File: src/design/enc_pkg.sv
// shared constants, types and helpers for the dual encoder counter
package enc_pkg;

    // widths and counts
    localparam int unsigned DATA_W = 32;
    localparam int unsigned ADDR_W = 12;
    localparam int unsigned STRB_W = 4;
    localparam int unsigned VAL_W = 24;
    localparam int unsigned CFG_W = 16;
    localparam int unsigned CHANNELS = 2;
    localparam int unsigned LIMITS = 4;
    localparam int unsigned CNT_MODE_W = 3;
    localparam int unsigned PRE_MODE_W = 2;

    // word indices of the writable registers
    localparam logic [7:0] IDX_CH1_LIMIT1_ON = 8'h00;
    localparam logic [7:0] IDX_CH1_LIMIT1_OFF = 8'h02;
    localparam logic [7:0] IDX_CH1_LIMIT2_ON = 8'h04;
    localparam logic [7:0] IDX_CH1_LIMIT2_OFF = 8'h06;
    localparam logic [7:0] IDX_CH2_LIMIT1_ON = 8'h08;
    localparam logic [7:0] IDX_CH2_LIMIT1_OFF = 8'h0A;
    localparam logic [7:0] IDX_CH2_LIMIT2_ON = 8'h0C;
    localparam logic [7:0] IDX_CH2_LIMIT2_OFF = 8'h0E;
    localparam logic [7:0] IDX_CH1_RELOAD = 8'h10;
    localparam logic [7:0] IDX_CH2_RELOAD = 8'h12;
    localparam logic [7:0] IDX_SHARED_CONFIG = 8'h14;

    // word indices of the read-only registers, placed above the readonly base
    localparam logic [7:0] IDX_CH1_COUNT = 8'h00;
    localparam logic [7:0] IDX_CH2_COUNT = 8'h02;
    localparam logic [7:0] IDX_LIMIT_FLAGS = 8'h04;
    localparam logic [ADDR_W-1:0] RO_BASE = 12'h100;

    localparam logic [7:0] IDX_LIMIT_ON [LIMITS] = '{IDX_CH1_LIMIT1_ON, IDX_CH1_LIMIT2_ON,
                                                     IDX_CH2_LIMIT1_ON, IDX_CH2_LIMIT2_ON};
    localparam logic [7:0] IDX_LIMIT_OFF [LIMITS] = '{IDX_CH1_LIMIT1_OFF, IDX_CH1_LIMIT2_OFF,
                                                      IDX_CH2_LIMIT1_OFF, IDX_CH2_LIMIT2_OFF};
    localparam logic [7:0] IDX_RELOAD [CHANNELS] = '{IDX_CH1_RELOAD, IDX_CH2_RELOAD};
    localparam logic [7:0] IDX_COUNT [CHANNELS] = '{IDX_CH1_COUNT, IDX_CH2_COUNT};

    // configuration field positions
    localparam int unsigned CFG_CNT_LSB [CHANNELS] = '{0, 3};
    localparam int unsigned CFG_PRE_LSB [CHANNELS] = '{6, 8};
    localparam logic [CFG_W-1:0] CFG_USED_MASK = 16'h03FF;

    // values after reset
    localparam logic [CFG_W-1:0] CONFIG_RESET = 16'h0000;
    localparam logic [VAL_W-1:0] VAL_RESET = 24'h000000;

    // counting mode and preset mode codes
    typedef logic [CNT_MODE_W-1:0] cnt_mode_t;
    typedef logic [PRE_MODE_W-1:0] pre_mode_t;
    localparam cnt_mode_t MODE_QUAD_X1 = 3'h0;
    localparam cnt_mode_t MODE_QUAD_X2 = 3'h1;
    localparam cnt_mode_t MODE_QUAD_X4 = 3'h2;
    localparam cnt_mode_t MODE_PULSE_RISE = 3'h4;
    localparam cnt_mode_t MODE_PULSE_BOTH = 3'h5;
    localparam pre_mode_t PRE_LEVEL = 2'h0;
    localparam pre_mode_t PRE_RISE = 2'h1;
    localparam pre_mode_t PRE_FALL = 2'h2;
    localparam pre_mode_t PRE_HIGH_AND_EDGE = 2'h3;

    // byte address of a word index
    function automatic logic [ADDR_W-1:0] word_addr(input logic [7:0] idx);
        word_addr = {2'h0, idx, 2'h0};
    endfunction

    // byte-lane merge of a write into an old value
    function automatic logic [DATA_W-1:0] merge(input logic [DATA_W-1:0] old_v,
                                                input logic [DATA_W-1:0] new_v,
                                                input logic [STRB_W-1:0] strb);
        merge = old_v;
        for (int i = 0; i < STRB_W; i++) begin
            if (strb[i]) begin
                merge[i*8 +: 8] = new_v[i*8 +: 8];
            end
        end
    endfunction

endpackage

File: src/design/enc_step_if.sv
// per-channel carrier between input sampling, step decoding and the counter
`timescale 1ns/1ps
interface enc_step_if;
    logic a;
    logic b;
    logic pre;
    logic a_rise;
    logic a_fall;
    logic b_rise;
    logic b_fall;
    logic pre_rise;
    logic pre_fall;
    logic step_up;
    logic step_dn;
    logic load;
    logic hold;

    modport sampler (output a, b, pre, a_rise, a_fall, b_rise, b_fall, pre_rise, pre_fall);
    modport decoder (input a, b, pre, a_rise, a_fall, b_rise, b_fall, pre_rise, pre_fall,
                     output step_up, step_dn, load, hold);
    modport counter (input step_up, step_dn, load, hold);
endinterface

File: src/design/dual_encoder_counter_limit_switch.sv
// dual encoder counter with preset and four window limit outputs, APB slave
//
// Behaviour
// - counter one mode from config bits 2..0, counter two from 5..3
// - mode codes: 000 x1, 001 x2, 010 x4, 100 rise+dir, 101 both+dir
// - x1 counts one per period, rising edges of A only
// - x2 counts two per period, both edges of A
// - x4 counts four per period, both edges of A and B
// - quadrature direction comes from the A/B phase relation
// - rise+dir: A rising adds one if B high, subtracts if low
// - both+dir: each A edge adds one if B high, subtracts if low
// - preset mode of counter one from bits 7..6, counter two 9..8
// - preset codes: 00 level, 01 rising, 10 falling, 11 high and A rising
// - limit on and off values are 24 bits wide
// - four limit outputs, two per counter, each from its own setpoint pair
// - output on while on value <= count < off value
// - status bits 3..0 mirror the four limit outputs
// - preset event loads the reload value, counting then continues
// - reload value is 24 bits wide
// - level preset holds count at reload value, no counting meanwhile
// - high-and-edge preset reloads per A rise, holds while preset high
//
// The APB register port was decided locally.
`timescale 1ns/1ps
module dual_encoder_counter_limit_switch (
    // clock and reset
    input wire logic clk_i,
    input wire logic rst_n_i,
    // apb slave
    input wire logic psel_i,
    input wire logic penable_i,
    input wire logic pwrite_i,
    input wire logic [enc_pkg::ADDR_W-1:0] paddr_i,
    input wire logic [enc_pkg::DATA_W-1:0] pwdata_i,
    input wire logic [enc_pkg::STRB_W-1:0] pstrb_i,
    output logic [enc_pkg::DATA_W-1:0] prdata_o,
    output logic pready_o,
    output logic pslverr_o,
    // encoder and preset pins, index 0 is counter one
    input wire logic [enc_pkg::CHANNELS-1:0] enc_a_i,
    input wire logic [enc_pkg::CHANNELS-1:0] enc_b_i,
    input wire logic [enc_pkg::CHANNELS-1:0] preset_i,
    // limit switch outputs, bit order as the status word
    output logic [enc_pkg::LIMITS-1:0] limit_o
);

    // register file
    logic [enc_pkg::VAL_W-1:0] on_reg [enc_pkg::LIMITS];
    logic [enc_pkg::VAL_W-1:0] off_reg [enc_pkg::LIMITS];
    logic [enc_pkg::VAL_W-1:0] reload_reg [enc_pkg::CHANNELS];
    logic [enc_pkg::CFG_W-1:0] config_reg;

    // live state
    logic [enc_pkg::VAL_W-1:0] count_reg [enc_pkg::CHANNELS];
    logic [enc_pkg::LIMITS-1:0] limit_reg;

    // bus side state
    logic [enc_pkg::DATA_W-1:0] prdata_reg;
    logic pready_reg;
    logic err_reg;

    // combinational bus decode
    logic [enc_pkg::DATA_W-1:0] rd_data;
    logic hit_rw;
    logic hit_ro;
    logic bad_access;
    logic setup_phase;
    logic access_done;
    logic wr_en;

    enc_step_if chan_if [enc_pkg::CHANNELS] ();

    // per channel sampling and step decoding
    for (genvar g = 0; g < enc_pkg::CHANNELS; g++) begin : gen_chan
        enc_pkg::cnt_mode_t cnt_mode;
        enc_pkg::pre_mode_t pre_mode;

        // field extraction from the shared word
        assign cnt_mode = config_reg[enc_pkg::CFG_CNT_LSB[g] +: enc_pkg::CNT_MODE_W];
        assign pre_mode = config_reg[enc_pkg::CFG_PRE_LSB[g] +: enc_pkg::PRE_MODE_W];

        enc_input_sync u_sync (
            .clk_i(clk_i),
            .rst_n_i(rst_n_i),
            .a_i(enc_a_i[g]),
            .b_i(enc_b_i[g]),
            .pre_i(preset_i[g]),
            .s(chan_if[g].sampler)
        );

        enc_step_decode u_decode (
            .cnt_mode_i(cnt_mode),
            .pre_mode_i(pre_mode),
            .d(chan_if[g].decoder)
        );

        // counter: preset wins over a step, hold blocks steps
        always_ff @(posedge clk_i) begin
            if (!rst_n_i) begin
                count_reg[g] <= enc_pkg::VAL_RESET;
            end else if (chan_if[g].load) begin
                count_reg[g] <= reload_reg[g];
            end else if (chan_if[g].hold) begin
                count_reg[g] <= count_reg[g];
            end else if (chan_if[g].step_up) begin
                count_reg[g] <= count_reg[g] + 1'b1;
            end else if (chan_if[g].step_dn) begin
                count_reg[g] <= count_reg[g] - 1'b1;
            end
        end
    end

    // window compare, one cycle behind the count so outputs stay registered
    always_ff @(posedge clk_i) begin
        if (!rst_n_i) begin
            limit_reg <= '0;
        end else begin
            for (int k = 0; k < enc_pkg::LIMITS; k++) begin
                // limits 0,1 watch counter one and limits 2,3 counter two
                limit_reg[k] <= (count_reg[k / 2] >= on_reg[k]) &&
                                (count_reg[k / 2] < off_reg[k]);
            end
        end
    end
    assign limit_o = limit_reg;

    // apb phase decode
    assign setup_phase = psel_i & ~penable_i;
    assign access_done = psel_i & penable_i & pready_reg;
    assign wr_en = access_done & pwrite_i & ~err_reg;

    // address decode and read mux
    always_comb begin
        rd_data = '0;
        hit_rw = 1'b0;
        hit_ro = 1'b0;
        for (int k = 0; k < enc_pkg::LIMITS; k++) begin
            if (paddr_i == enc_pkg::word_addr(enc_pkg::IDX_LIMIT_ON[k])) begin
                rd_data = enc_pkg::DATA_W'(on_reg[k]);
                hit_rw = 1'b1;
            end
            if (paddr_i == enc_pkg::word_addr(enc_pkg::IDX_LIMIT_OFF[k])) begin
                rd_data = enc_pkg::DATA_W'(off_reg[k]);
                hit_rw = 1'b1;
            end
        end
        for (int c = 0; c < enc_pkg::CHANNELS; c++) begin
            if (paddr_i == enc_pkg::word_addr(enc_pkg::IDX_RELOAD[c])) begin
                rd_data = enc_pkg::DATA_W'(reload_reg[c]);
                hit_rw = 1'b1;
            end
            if (paddr_i == (enc_pkg::RO_BASE | enc_pkg::word_addr(enc_pkg::IDX_COUNT[c]))) begin
                rd_data = enc_pkg::DATA_W'(count_reg[c]);
                hit_ro = 1'b1;
            end
        end
        if (paddr_i == enc_pkg::word_addr(enc_pkg::IDX_SHARED_CONFIG)) begin
            rd_data = enc_pkg::DATA_W'(config_reg);
            hit_rw = 1'b1;
        end
        if (paddr_i == (enc_pkg::RO_BASE | enc_pkg::word_addr(enc_pkg::IDX_LIMIT_FLAGS))) begin
            rd_data = enc_pkg::DATA_W'(limit_reg);
            hit_ro = 1'b1;
        end
        // writes may only land on writable words; reads on any mapped word
        bad_access = pwrite_i ? ~hit_rw : ~(hit_rw | hit_ro);
    end

    // handshake: answer is prepared in setup so every output is a flop
    always_ff @(posedge clk_i) begin
        if (!rst_n_i) begin
            pready_reg <= 1'b0;
            err_reg <= 1'b0;
            prdata_reg <= '0;
        end else if (access_done) begin
            pready_reg <= 1'b0;
            err_reg <= 1'b0;
            prdata_reg <= '0;
        end else if (setup_phase) begin
            // read data is a snapshot of the setup cycle
            pready_reg <= 1'b1;
            err_reg <= bad_access;
            prdata_reg <= (pwrite_i | bad_access) ? '0 : rd_data;
        end
    end
    assign pready_o = pready_reg;
    assign pslverr_o = err_reg;
    assign prdata_o = prdata_reg;

    // limit setpoint writes, byte lanes above the value width are dropped
    always_ff @(posedge clk_i) begin
        if (!rst_n_i) begin
            for (int k = 0; k < enc_pkg::LIMITS; k++) begin
                on_reg[k] <= enc_pkg::VAL_RESET;
                off_reg[k] <= enc_pkg::VAL_RESET;
            end
        end else if (wr_en) begin
            for (int k = 0; k < enc_pkg::LIMITS; k++) begin
                if (paddr_i == enc_pkg::word_addr(enc_pkg::IDX_LIMIT_ON[k])) begin
                    on_reg[k] <= enc_pkg::VAL_W'(enc_pkg::merge(
                        enc_pkg::DATA_W'(on_reg[k]), pwdata_i, pstrb_i));
                end
                if (paddr_i == enc_pkg::word_addr(enc_pkg::IDX_LIMIT_OFF[k])) begin
                    off_reg[k] <= enc_pkg::VAL_W'(enc_pkg::merge(
                        enc_pkg::DATA_W'(off_reg[k]), pwdata_i, pstrb_i));
                end
            end
        end
    end

    // reload value writes
    always_ff @(posedge clk_i) begin
        if (!rst_n_i) begin
            for (int c = 0; c < enc_pkg::CHANNELS; c++) begin
                reload_reg[c] <= enc_pkg::VAL_RESET;
            end
        end else if (wr_en) begin
            for (int c = 0; c < enc_pkg::CHANNELS; c++) begin
                if (paddr_i == enc_pkg::word_addr(enc_pkg::IDX_RELOAD[c])) begin
                    reload_reg[c] <= enc_pkg::VAL_W'(enc_pkg::merge(
                        enc_pkg::DATA_W'(reload_reg[c]), pwdata_i, pstrb_i));
                end
            end
        end
    end

    // shared config write, unused bits forced to zero
    always_ff @(posedge clk_i) begin
        if (!rst_n_i) begin
            config_reg <= enc_pkg::CONFIG_RESET;
        end else if (wr_en && paddr_i == enc_pkg::word_addr(enc_pkg::IDX_SHARED_CONFIG)) begin
            config_reg <= enc_pkg::CFG_W'(enc_pkg::merge(
                enc_pkg::DATA_W'(config_reg), pwdata_i, pstrb_i)) & enc_pkg::CFG_USED_MASK;
        end
    end

endmodule // dual_encoder_counter_limit_switch

File: src/design/enc_input_sync.sv
// synchroniser and edge detector for one channel's three inputs
`timescale 1ns/1ps
module enc_input_sync (
    // clock and reset
    input wire logic clk_i,
    input wire logic rst_n_i,
    // raw pins
    input wire logic a_i,
    input wire logic b_i,
    input wire logic pre_i,
    // sampled levels and edges
    enc_step_if.sampler s
);
    logic [2:0] meta_reg;
    logic [2:0] sync_reg;
    logic [2:0] last_reg;

    // first stage feeds only the second stage
    always_ff @(posedge clk_i) begin
        if (!rst_n_i) begin
            meta_reg <= 3'h0;
            sync_reg <= 3'h0;
            last_reg <= 3'h0;
        end else begin
            meta_reg <= {pre_i, b_i, a_i};
            sync_reg <= meta_reg;
            last_reg <= sync_reg;
        end
    end

    // edges compare two settled samples, so each edge shows for one cycle
    always_comb begin
        s.a = sync_reg[0];
        s.b = sync_reg[1];
        s.pre = sync_reg[2];
        s.a_rise = sync_reg[0] & ~last_reg[0];
        s.a_fall = ~sync_reg[0] & last_reg[0];
        s.b_rise = sync_reg[1] & ~last_reg[1];
        s.b_fall = ~sync_reg[1] & last_reg[1];
        s.pre_rise = sync_reg[2] & ~last_reg[2];
        s.pre_fall = ~sync_reg[2] & last_reg[2];
    end
endmodule // enc_input_sync

File: src/design/enc_step_decode.sv
// turns sampled edges into count steps and preset actions for one channel
`timescale 1ns/1ps
module enc_step_decode (
    // mode selection
    input wire enc_pkg::cnt_mode_t cnt_mode_i,
    input wire enc_pkg::pre_mode_t pre_mode_i,
    // sampled inputs in, actions out
    enc_step_if.decoder d
);
    logic up_v;
    logic dn_v;

    // count direction from phase or direction input
    always_comb begin
        up_v = 1'b0;
        dn_v = 1'b0;
        case (cnt_mode_i)
            enc_pkg::MODE_QUAD_X1: begin
                if (d.a_rise) begin
                    up_v = ~d.b;
                    dn_v = d.b;
                end
            end
            enc_pkg::MODE_QUAD_X2, enc_pkg::MODE_QUAD_X4: begin
                if (d.a_rise) begin
                    up_v = ~d.b;
                    dn_v = d.b;
                end
                if (d.a_fall) begin
                    up_v = d.b;
                    dn_v = ~d.b;
                end
                if (cnt_mode_i == enc_pkg::MODE_QUAD_X4) begin
                    if (d.b_rise) begin
                        up_v = up_v | d.a;
                        dn_v = dn_v | ~d.a;
                    end
                    if (d.b_fall) begin
                        up_v = up_v | ~d.a;
                        dn_v = dn_v | d.a;
                    end
                end
            end
            enc_pkg::MODE_PULSE_RISE: begin
                if (d.a_rise) begin
                    up_v = d.b;
                    dn_v = ~d.b;
                end
            end
            enc_pkg::MODE_PULSE_BOTH: begin
                if (d.a_rise | d.a_fall) begin
                    up_v = d.b;
                    dn_v = ~d.b;
                end
            end
            default: begin
                up_v = 1'b0;
                dn_v = 1'b0;
            end
        endcase
        // simultaneous opposing steps cancel rather than pick a side
        d.step_up = up_v & ~dn_v;
        d.step_dn = dn_v & ~up_v;
    end

    // preset trigger selection
    always_comb begin
        d.load = 1'b0;
        d.hold = 1'b0;
        case (pre_mode_i)
            enc_pkg::PRE_LEVEL: begin
                d.load = d.pre;
                d.hold = d.pre;
            end
            enc_pkg::PRE_RISE: d.load = d.pre_rise;
            enc_pkg::PRE_FALL: d.load = d.pre_fall;
            enc_pkg::PRE_HIGH_AND_EDGE: begin
                d.load = d.pre & d.a_rise;
                d.hold = d.pre;
            end
            default: d.load = 1'b0;
        endcase
    end
endmodule // enc_step_decode

File: config.mk
export PLATFORM = sky130hd
export DESIGN_NAME = dual_encoder_counter_limit_switch
export DESIGN_NICKNAME = d
export VERILOG_FILES = /design/src/design/enc_pkg.sv /design/src/design/enc_step_if.sv /design/src/design/dual_encoder_counter_limit_switch.sv /design/src/design/enc_input_sync.sv /design/src/design/enc_step_decode.sv
export SDC_FILE = /design/constraint.sdc
export NUM_CORES = 1
export LEC_CHECK = 0
export BUFFER_PORTS_ARGS = -buffer_cell sky130_fd_sc_hd__buf_2
export CAP_MARGIN = 20
export CORE_MARGIN = 2
export CORE_UTILIZATION = 30
export CTS_CLUSTER_SIZE = 20
export DETAILED_ROUTE_END_ITERATION = 12
export HOLD_SLACK_MARGIN = 0.12
export PLACE_DENSITY_LB_ADDON = 0.05
export SLEW_MARGIN = 40
export SYNTH_ARGS = -nofsm -noshare
export SYNTH_HDL_FRONTEND = slang
export SYNTH_SLANG_ARGS = --single-unit
File: constraint.sdc
create_clock -name clk_i -period 7.7 [get_ports clk_i]
set_input_delay 1.155 -clock clk_i [delete_from_list [all_inputs] [get_ports clk_i]]
set_output_delay 1.155 -clock clk_i [all_outputs]
set_load 0.05 [all_outputs]
Word-level counts from Yosys, hierarchy flattened
Memories as Yosys holds them, arrays and structs flattened.
Index checks and enable logic that the tools add are counted.
Storage, ports and cells
  bits of input ports: 59
  output and inout bits: 38
  bits in registers: 66
  memories kept: 4
  RAM bits: 288
  logic and storage cells: 434
Memories
  off_reg: depth 4, width 24, read ports 4, clocked after memory_dff 0, wr ports 4, line dual_encoder_counter_limit_switch.sv:49  | logic [enc_pkg::VAL_W-1:0] off_reg [enc_pkg::LIMITS];
  on_reg: depth 4, width 24, read ports 4, clocked after memory_dff 0, wr ports 4, line dual_encoder_counter_limit_switch.sv:48  | logic [enc_pkg::VAL_W-1:0] on_reg [enc_pkg::LIMITS];
  count_reg: depth 2, width 24, read ports 2, clocked after memory_dff 0, wr ports 2, line dual_encoder_counter_limit_switch.sv:54  | logic [enc_pkg::VAL_W-1:0] count_reg [enc_pkg::CHANNELS];
  reload_reg: depth 2, width 24, read ports 2, clocked after memory_dff 0, wr ports 2, line dual_encoder_counter_limit_switch.sv:50  | logic [enc_pkg::VAL_W-1:0] reload_reg [enc_pkg::CHANNELS];
Operators by class
  add/subtract/negate cells: 4
  muxes and demuxes: 288
  magnitude comparators: 8
  reduce and logical (&&, ||, !) cells: 17
  equal/unequal tests: 27
  bitwise logic cells: 74
Operators with widths (number)
  $mux W8: 120
  $mux W24: 19
  $mux W32: 14
  $mux W1: 129
  $ge A24 B24 Y1: 4
  $lt A24 B24 Y1: 4
  $add A24 B1 Y24 const B: 2
  $eq A12 B6 Y1 const B: 4
  $sub A24 B1 Y24 const B: 2
  $eq A12 B7 Y1 const B: 3
  $eq A12 B9 Y1 const B: 3
  $or A1 B1 Y1: 30
  $eq A12 B5 Y1 const B: 2
  $pmux W1 S4: 6
  $and A1 B1 Y1: 23
  $not A1 Y1: 21
  $eq A12 B4 Y1 const B: 1
  $eq A3 B3 Y1 const B: 4
  $logic_not A12 Y1: 1
  $reduce_or A2 Y1: 5
  $eq A2 B2 Y1 const B: 4
  $eq A3 B1 Y1 const B: 2
  $eq A3 B2 Y1 const B: 2
  $logic_not A3 Y1: 2
  other kinds (4): 11

Longest topological paths before layout
  depth after elaboration: 22
  gate-level depth with buffers: 11
  gate-level depth less buffers: 9

Modules after synthesis
From an unflattened synthesis, not the netlist that was laid out.
Second synthesis, totals
  cell total of the unflattened synthesis: 2477
  area total of the unflattened synthesis: 23412.5 sq um
Modules (own cells, without submodules)
  dual_encoder_counter_limit_switch: instances 1, cells an instance 2345, seq. area each 9449.1 sq um, area an instance 22256.3 sq um
  enc_step_decode: instances 2, cells an instance 42, seq. area each 0.0 sq um, area an instance 304.0 sq um
  enc_input_sync: instances 2, cells an instance 24, seq. area each 180.2 sq um, area an instance 274.0 sq um

Worst setup path before layout
No wires, ideal clock.
  path type: input-to-reg
  start: input paddr_i[7] in the netlist's numbering
  end: memory reload_reg[0][24] in the netlist's numbering (enable)
  data required time: 7.315 ns
  path buffers: 2
  library setup time: 0.385 ns
  arrival time: 3.283 ns
  path slack: 4.031 ns
  cell stages on the path: 7
  path through: or4_1 buf_4 nor2_4 nand3_1 clkbuf_1 o21ai_1 a21boi_0
RTL lines
  start: declaration: line dual_encoder_counter_limit_switch.sv:33  | input wire logic [enc_pkg::ADDR_W-1:0] paddr_i,
  end: declaration: line dual_encoder_counter_limit_switch.sv:50

==> flow_summary.json <==
{
  "outcome": "complete, no violations",
  "drt_iter0_drc": 1527,
  "critPathArrivalTime_ns": 4.90,
  "cts_max_path_buffers": 3,
  "pin_count": 97,
  "synth_cells": 2397,
  "cts_resized": 0,
  "maxSlewHeadroom_pct": 42.9,
  "first_pass_iters": 7,
  "grt_start_max_net_pins": 50,
  "ys_types": 91,
  "tightest_slew_ns": 0.855,
  "cts.sinks": 346,
  "synth.yosys.seq_area_share_pct": 42.6,
  "min_path_type": "register to register",
  "adder_and_majority_gate_portion_of_the_synthesized_area_pct": 11.1,
  "stdcell_area_mm2": 0.0262,
  "die_width_um": 281,
  "cts_hold_buf": 0,
  "synth_async_sr_flop_share_pct": 0,
  "cp_data_required_time_ns": 8.01,
  "timing.final.hold_violations": 0,
  "layout_cell_share_with_drive_strength_beyond_1_pct": 10.2,
  "tritoncts": "done",
  "critical_path_source_type": "input port",
  "power_density_mw_per_mm2": 194,
  "clkLatencyLatePin_ns": 0.60,
  "static-leakage-power_nw": 10.5,
  "detailed_place_hpwl_mm": 66.6,
  "row_count": 101,
  "clock_buffers_created_by_tritoncts": 47,
  "postSynthAreaPerCell_um2": 9.61,
  "fillerInstances": 7783,
  "area.growth.synth_to_final_pct": 13.8,
  "synth.cell_area_mm2": 0.0230,
  "share_of_the_synthesized_area_in_compound_gates_ao_oa_aoi_oai_pct": 16.6,
  "postCtsSetupRepairBufs": 0,
  "post_drt_wl_per_cell_um": 24.8,
  "port_buffers": 79,
  "finalCriticalPeriod_ns": 4.59,
  "clock_tree.root_cell": "sky130_fd_sc_hd__clkbuf_16",
  "setup-tns-final_ns": 0,
  "post_synth_xor_area_fraction_pct": 2.17,
  "place.gp.congestion": 0.891,
  "dominantRegCellSynth": "sky130_fd_sc_hd__edfxtp_1",
  "basic_gate_share_of_the_synthesized_area_counting_and_or_nand_and_nor_cells_pct": 19.9,
  "finish.net_count": 2701,
  "ff2ff_setup_slack_ns": 4.05,
  "core_area_mm2": 0.0759,
  "rsz0062_at_grt": "false",
  "setup.worst_path.end_class": "register",
  "drc": 0,
  "cts.htree.levels": 2,
  "initial_antenna_violation_count": 3,
  "finClkSkew_ns": 0.0184,
  "num_vias": 18400,
  "die_h_um": 281,
  "combinational_family_with_the_most_area_after_synthesis": "simple AND/OR/NAND/NOR gates",
  "post-route-period-util_pct": 59.6,
  "synth_edf_count": 288,
  "yosys-mux-area-fraction_pct": 1.49,
  "grt_pass1_vias": 18000,
  "mostFrequentLayoutCells": "sky130_fd_sc_hd__edfxtp_1 (288), sky130_fd_sc_hd__and2_1 (245), sky130_fd_sc_hd__inv_1 (218)",
  "criticalPathCategory": "input port to register",
  "ys_warn_count": 0,
  "grt_remaining_overflow": 0,
  "number_of_max_cap_violations": 0,
  "layout_commonest_cell": "sky130_fd_sc_hd__edfxtp_1",
  "peakVddDrop_v": 0.000146,
  "report.final.setup_viol": 0,
  "slew_viol_final": 0,
  "crit_fanout": 18,
  "die_area_mm2": 0.0790,
  "antenna_viol_nets_final": 0,
  "placement_cell_area_mm2": 0.0246,
  "number_of_synthesized_register_bits": 346,
  "grt_first_pass_wirelength_mm": 126,
  "detail_route.wirelength_mm": 86.9,
  "max_clock_freq_mhz": 218,
  "effective_utilization_at_floorplan_pct": 30.3,
  "grt_usage_pct": 22.0,
  "detail_route.vias_per_cell": 5.26,
  "clk_pin_slew_worst_paths_ns": 0.06
}
layout make-up:
| cell class | count | area (µm²) | share of cell area [%] |
|---|---|---|---|
| Tap cell | 1030 | 1290 | 4.92 |
| Sequential cell | 346 | 9810 | 37.4 |
| Multi-Input combinational cell | 1704 | 12000 | 45.6 |
| Clock buffer | 78 | 1570 | 6.00 |
| Inverter | 219 | 822 | 3.14 |
| Antenna cell | 1 | 2.50 | 0.00955 |
| Clock inverter | 9 | 52.6 | 0.200 |
| Timing Repair Buffer | 120 | 706 | 2.69 |
Yosys cell counts (34+ instances only):
library cell | n | area (µm²)
sky130_fd_sc_hd__clkbuf_1 | 90 | 338
sky130_fd_sc_hd__a21oi_1 | 148 | 741
sky130_fd_sc_hd__nand3_1 | 49 | 245
sky130_fd_sc_hd__inv_1 | 218 | 818
sky130_fd_sc_hd__ha_1 | 204 | 2550
sky130_fd_sc_hd__nor3_1 | 38 | 190
sky130_fd_sc_hd__nand4_1 | 35 | 219
sky130_fd_sc_hd__edfxtp_1 | 288 | 8650
sky130_fd_sc_hd__and2_1 | 246 | 1540
sky130_fd_sc_hd__nor2_1 | 137 | 514
sky130_fd_sc_hd__o21ai_0 | 88 | 440
sky130_fd_sc_hd__a21o_1 | 46 | 345
sky130_fd_sc_hd__xnor2_1 | 34 | 298
sky130_fd_sc_hd__a22oi_1 | 40 | 300
sky130_fd_sc_hd__dfxtp_1 | 58 | 1160
sky130_fd_sc_hd__o221ai_1 | 38 | 333
sky130_fd_sc_hd__nand2_1 | 173 | 649
critical path, stage by stage:
cell,delay [ns]
sky130_fd_sc_hd__buf_2,0.13
sky130_fd_sc_hd__or4_1,0.88
sky130_fd_sc_hd__nor2_4,0.62
sky130_fd_sc_hd__nand3_1,0.74
sky130_fd_sc_hd__o21ai_1,0.64
sky130_fd_sc_hd__a21boi_0,0.46
sky130_fd_sc_hd__buf_4,0.24
logic make-up after synthesis:
logic type               count (synthesis)
AND/OR/NAND/NOR                        837
AO/OA/AOI/OAI                          565
buffers and inverters                  354
flip-flops                             346
adder cells (fa/ha/maj)                204
XOR/XNOR                                57
multiplexers                            33
other                                    1
power breakdown:
| part | switching, mW | internal [mW] | leakage (nW) |
|---|---|---|---|
| Clock | 0.902 | 1.39 | 0.809 |
| Sequential | 0.125 | 2.10 | 3.48 |
| Combinational | 0.363 | 0.207 | 6.21 |
metal layers:
metal	track usage, %	wire length [µm]	vias to the layer above
met4	7.20	2790	2
met1	29.8	39100	8952
met5	0	9	-
met3	2.67	4420	118
met2	36.2	40500	577
li1	-	-	8796
final timing paths:
| kind | cells after the start | startpoint | to |
|---|---|---|---|
| max reg2reg | 10 | config_reg[8] | count_reg[1][9] |
| max | 7 | paddr_i[7] | reload_reg[0][38] |
| min | 1 | gen_chan[1].u_sync.meta_reg[2] | gen_chan[1].u_sync.sync_reg[2] |
| min reg2reg | 1 | gen_chan[1].u_sync.meta_reg[2] | gen_chan[1].u_sync.sync_reg[2] |
per-stage QoR:
stage / power (mW) / std cells / hold WS [ns] / util (%) / worst slack, ns
after floorplan: 2.58 / 2404 / 0.412 / - / 4.03
after global placement: 2.82 / 3418 / 0.420 / 32.3 / 2.31
after detailed placement: 2.83 / 3418 / 0.421 / 32.3 / 2.48
after CTS: 5.14 / 3505 / 0.429 / 34.5 / 3.12
after global routing: 5.28 / 3506 / 0.438 / 34.5 / 3.03
final: 5.08 / 3507 / 0.428 / 34.5 / 3.11
No activity file was read; power rests on OpenSTA's default activity.
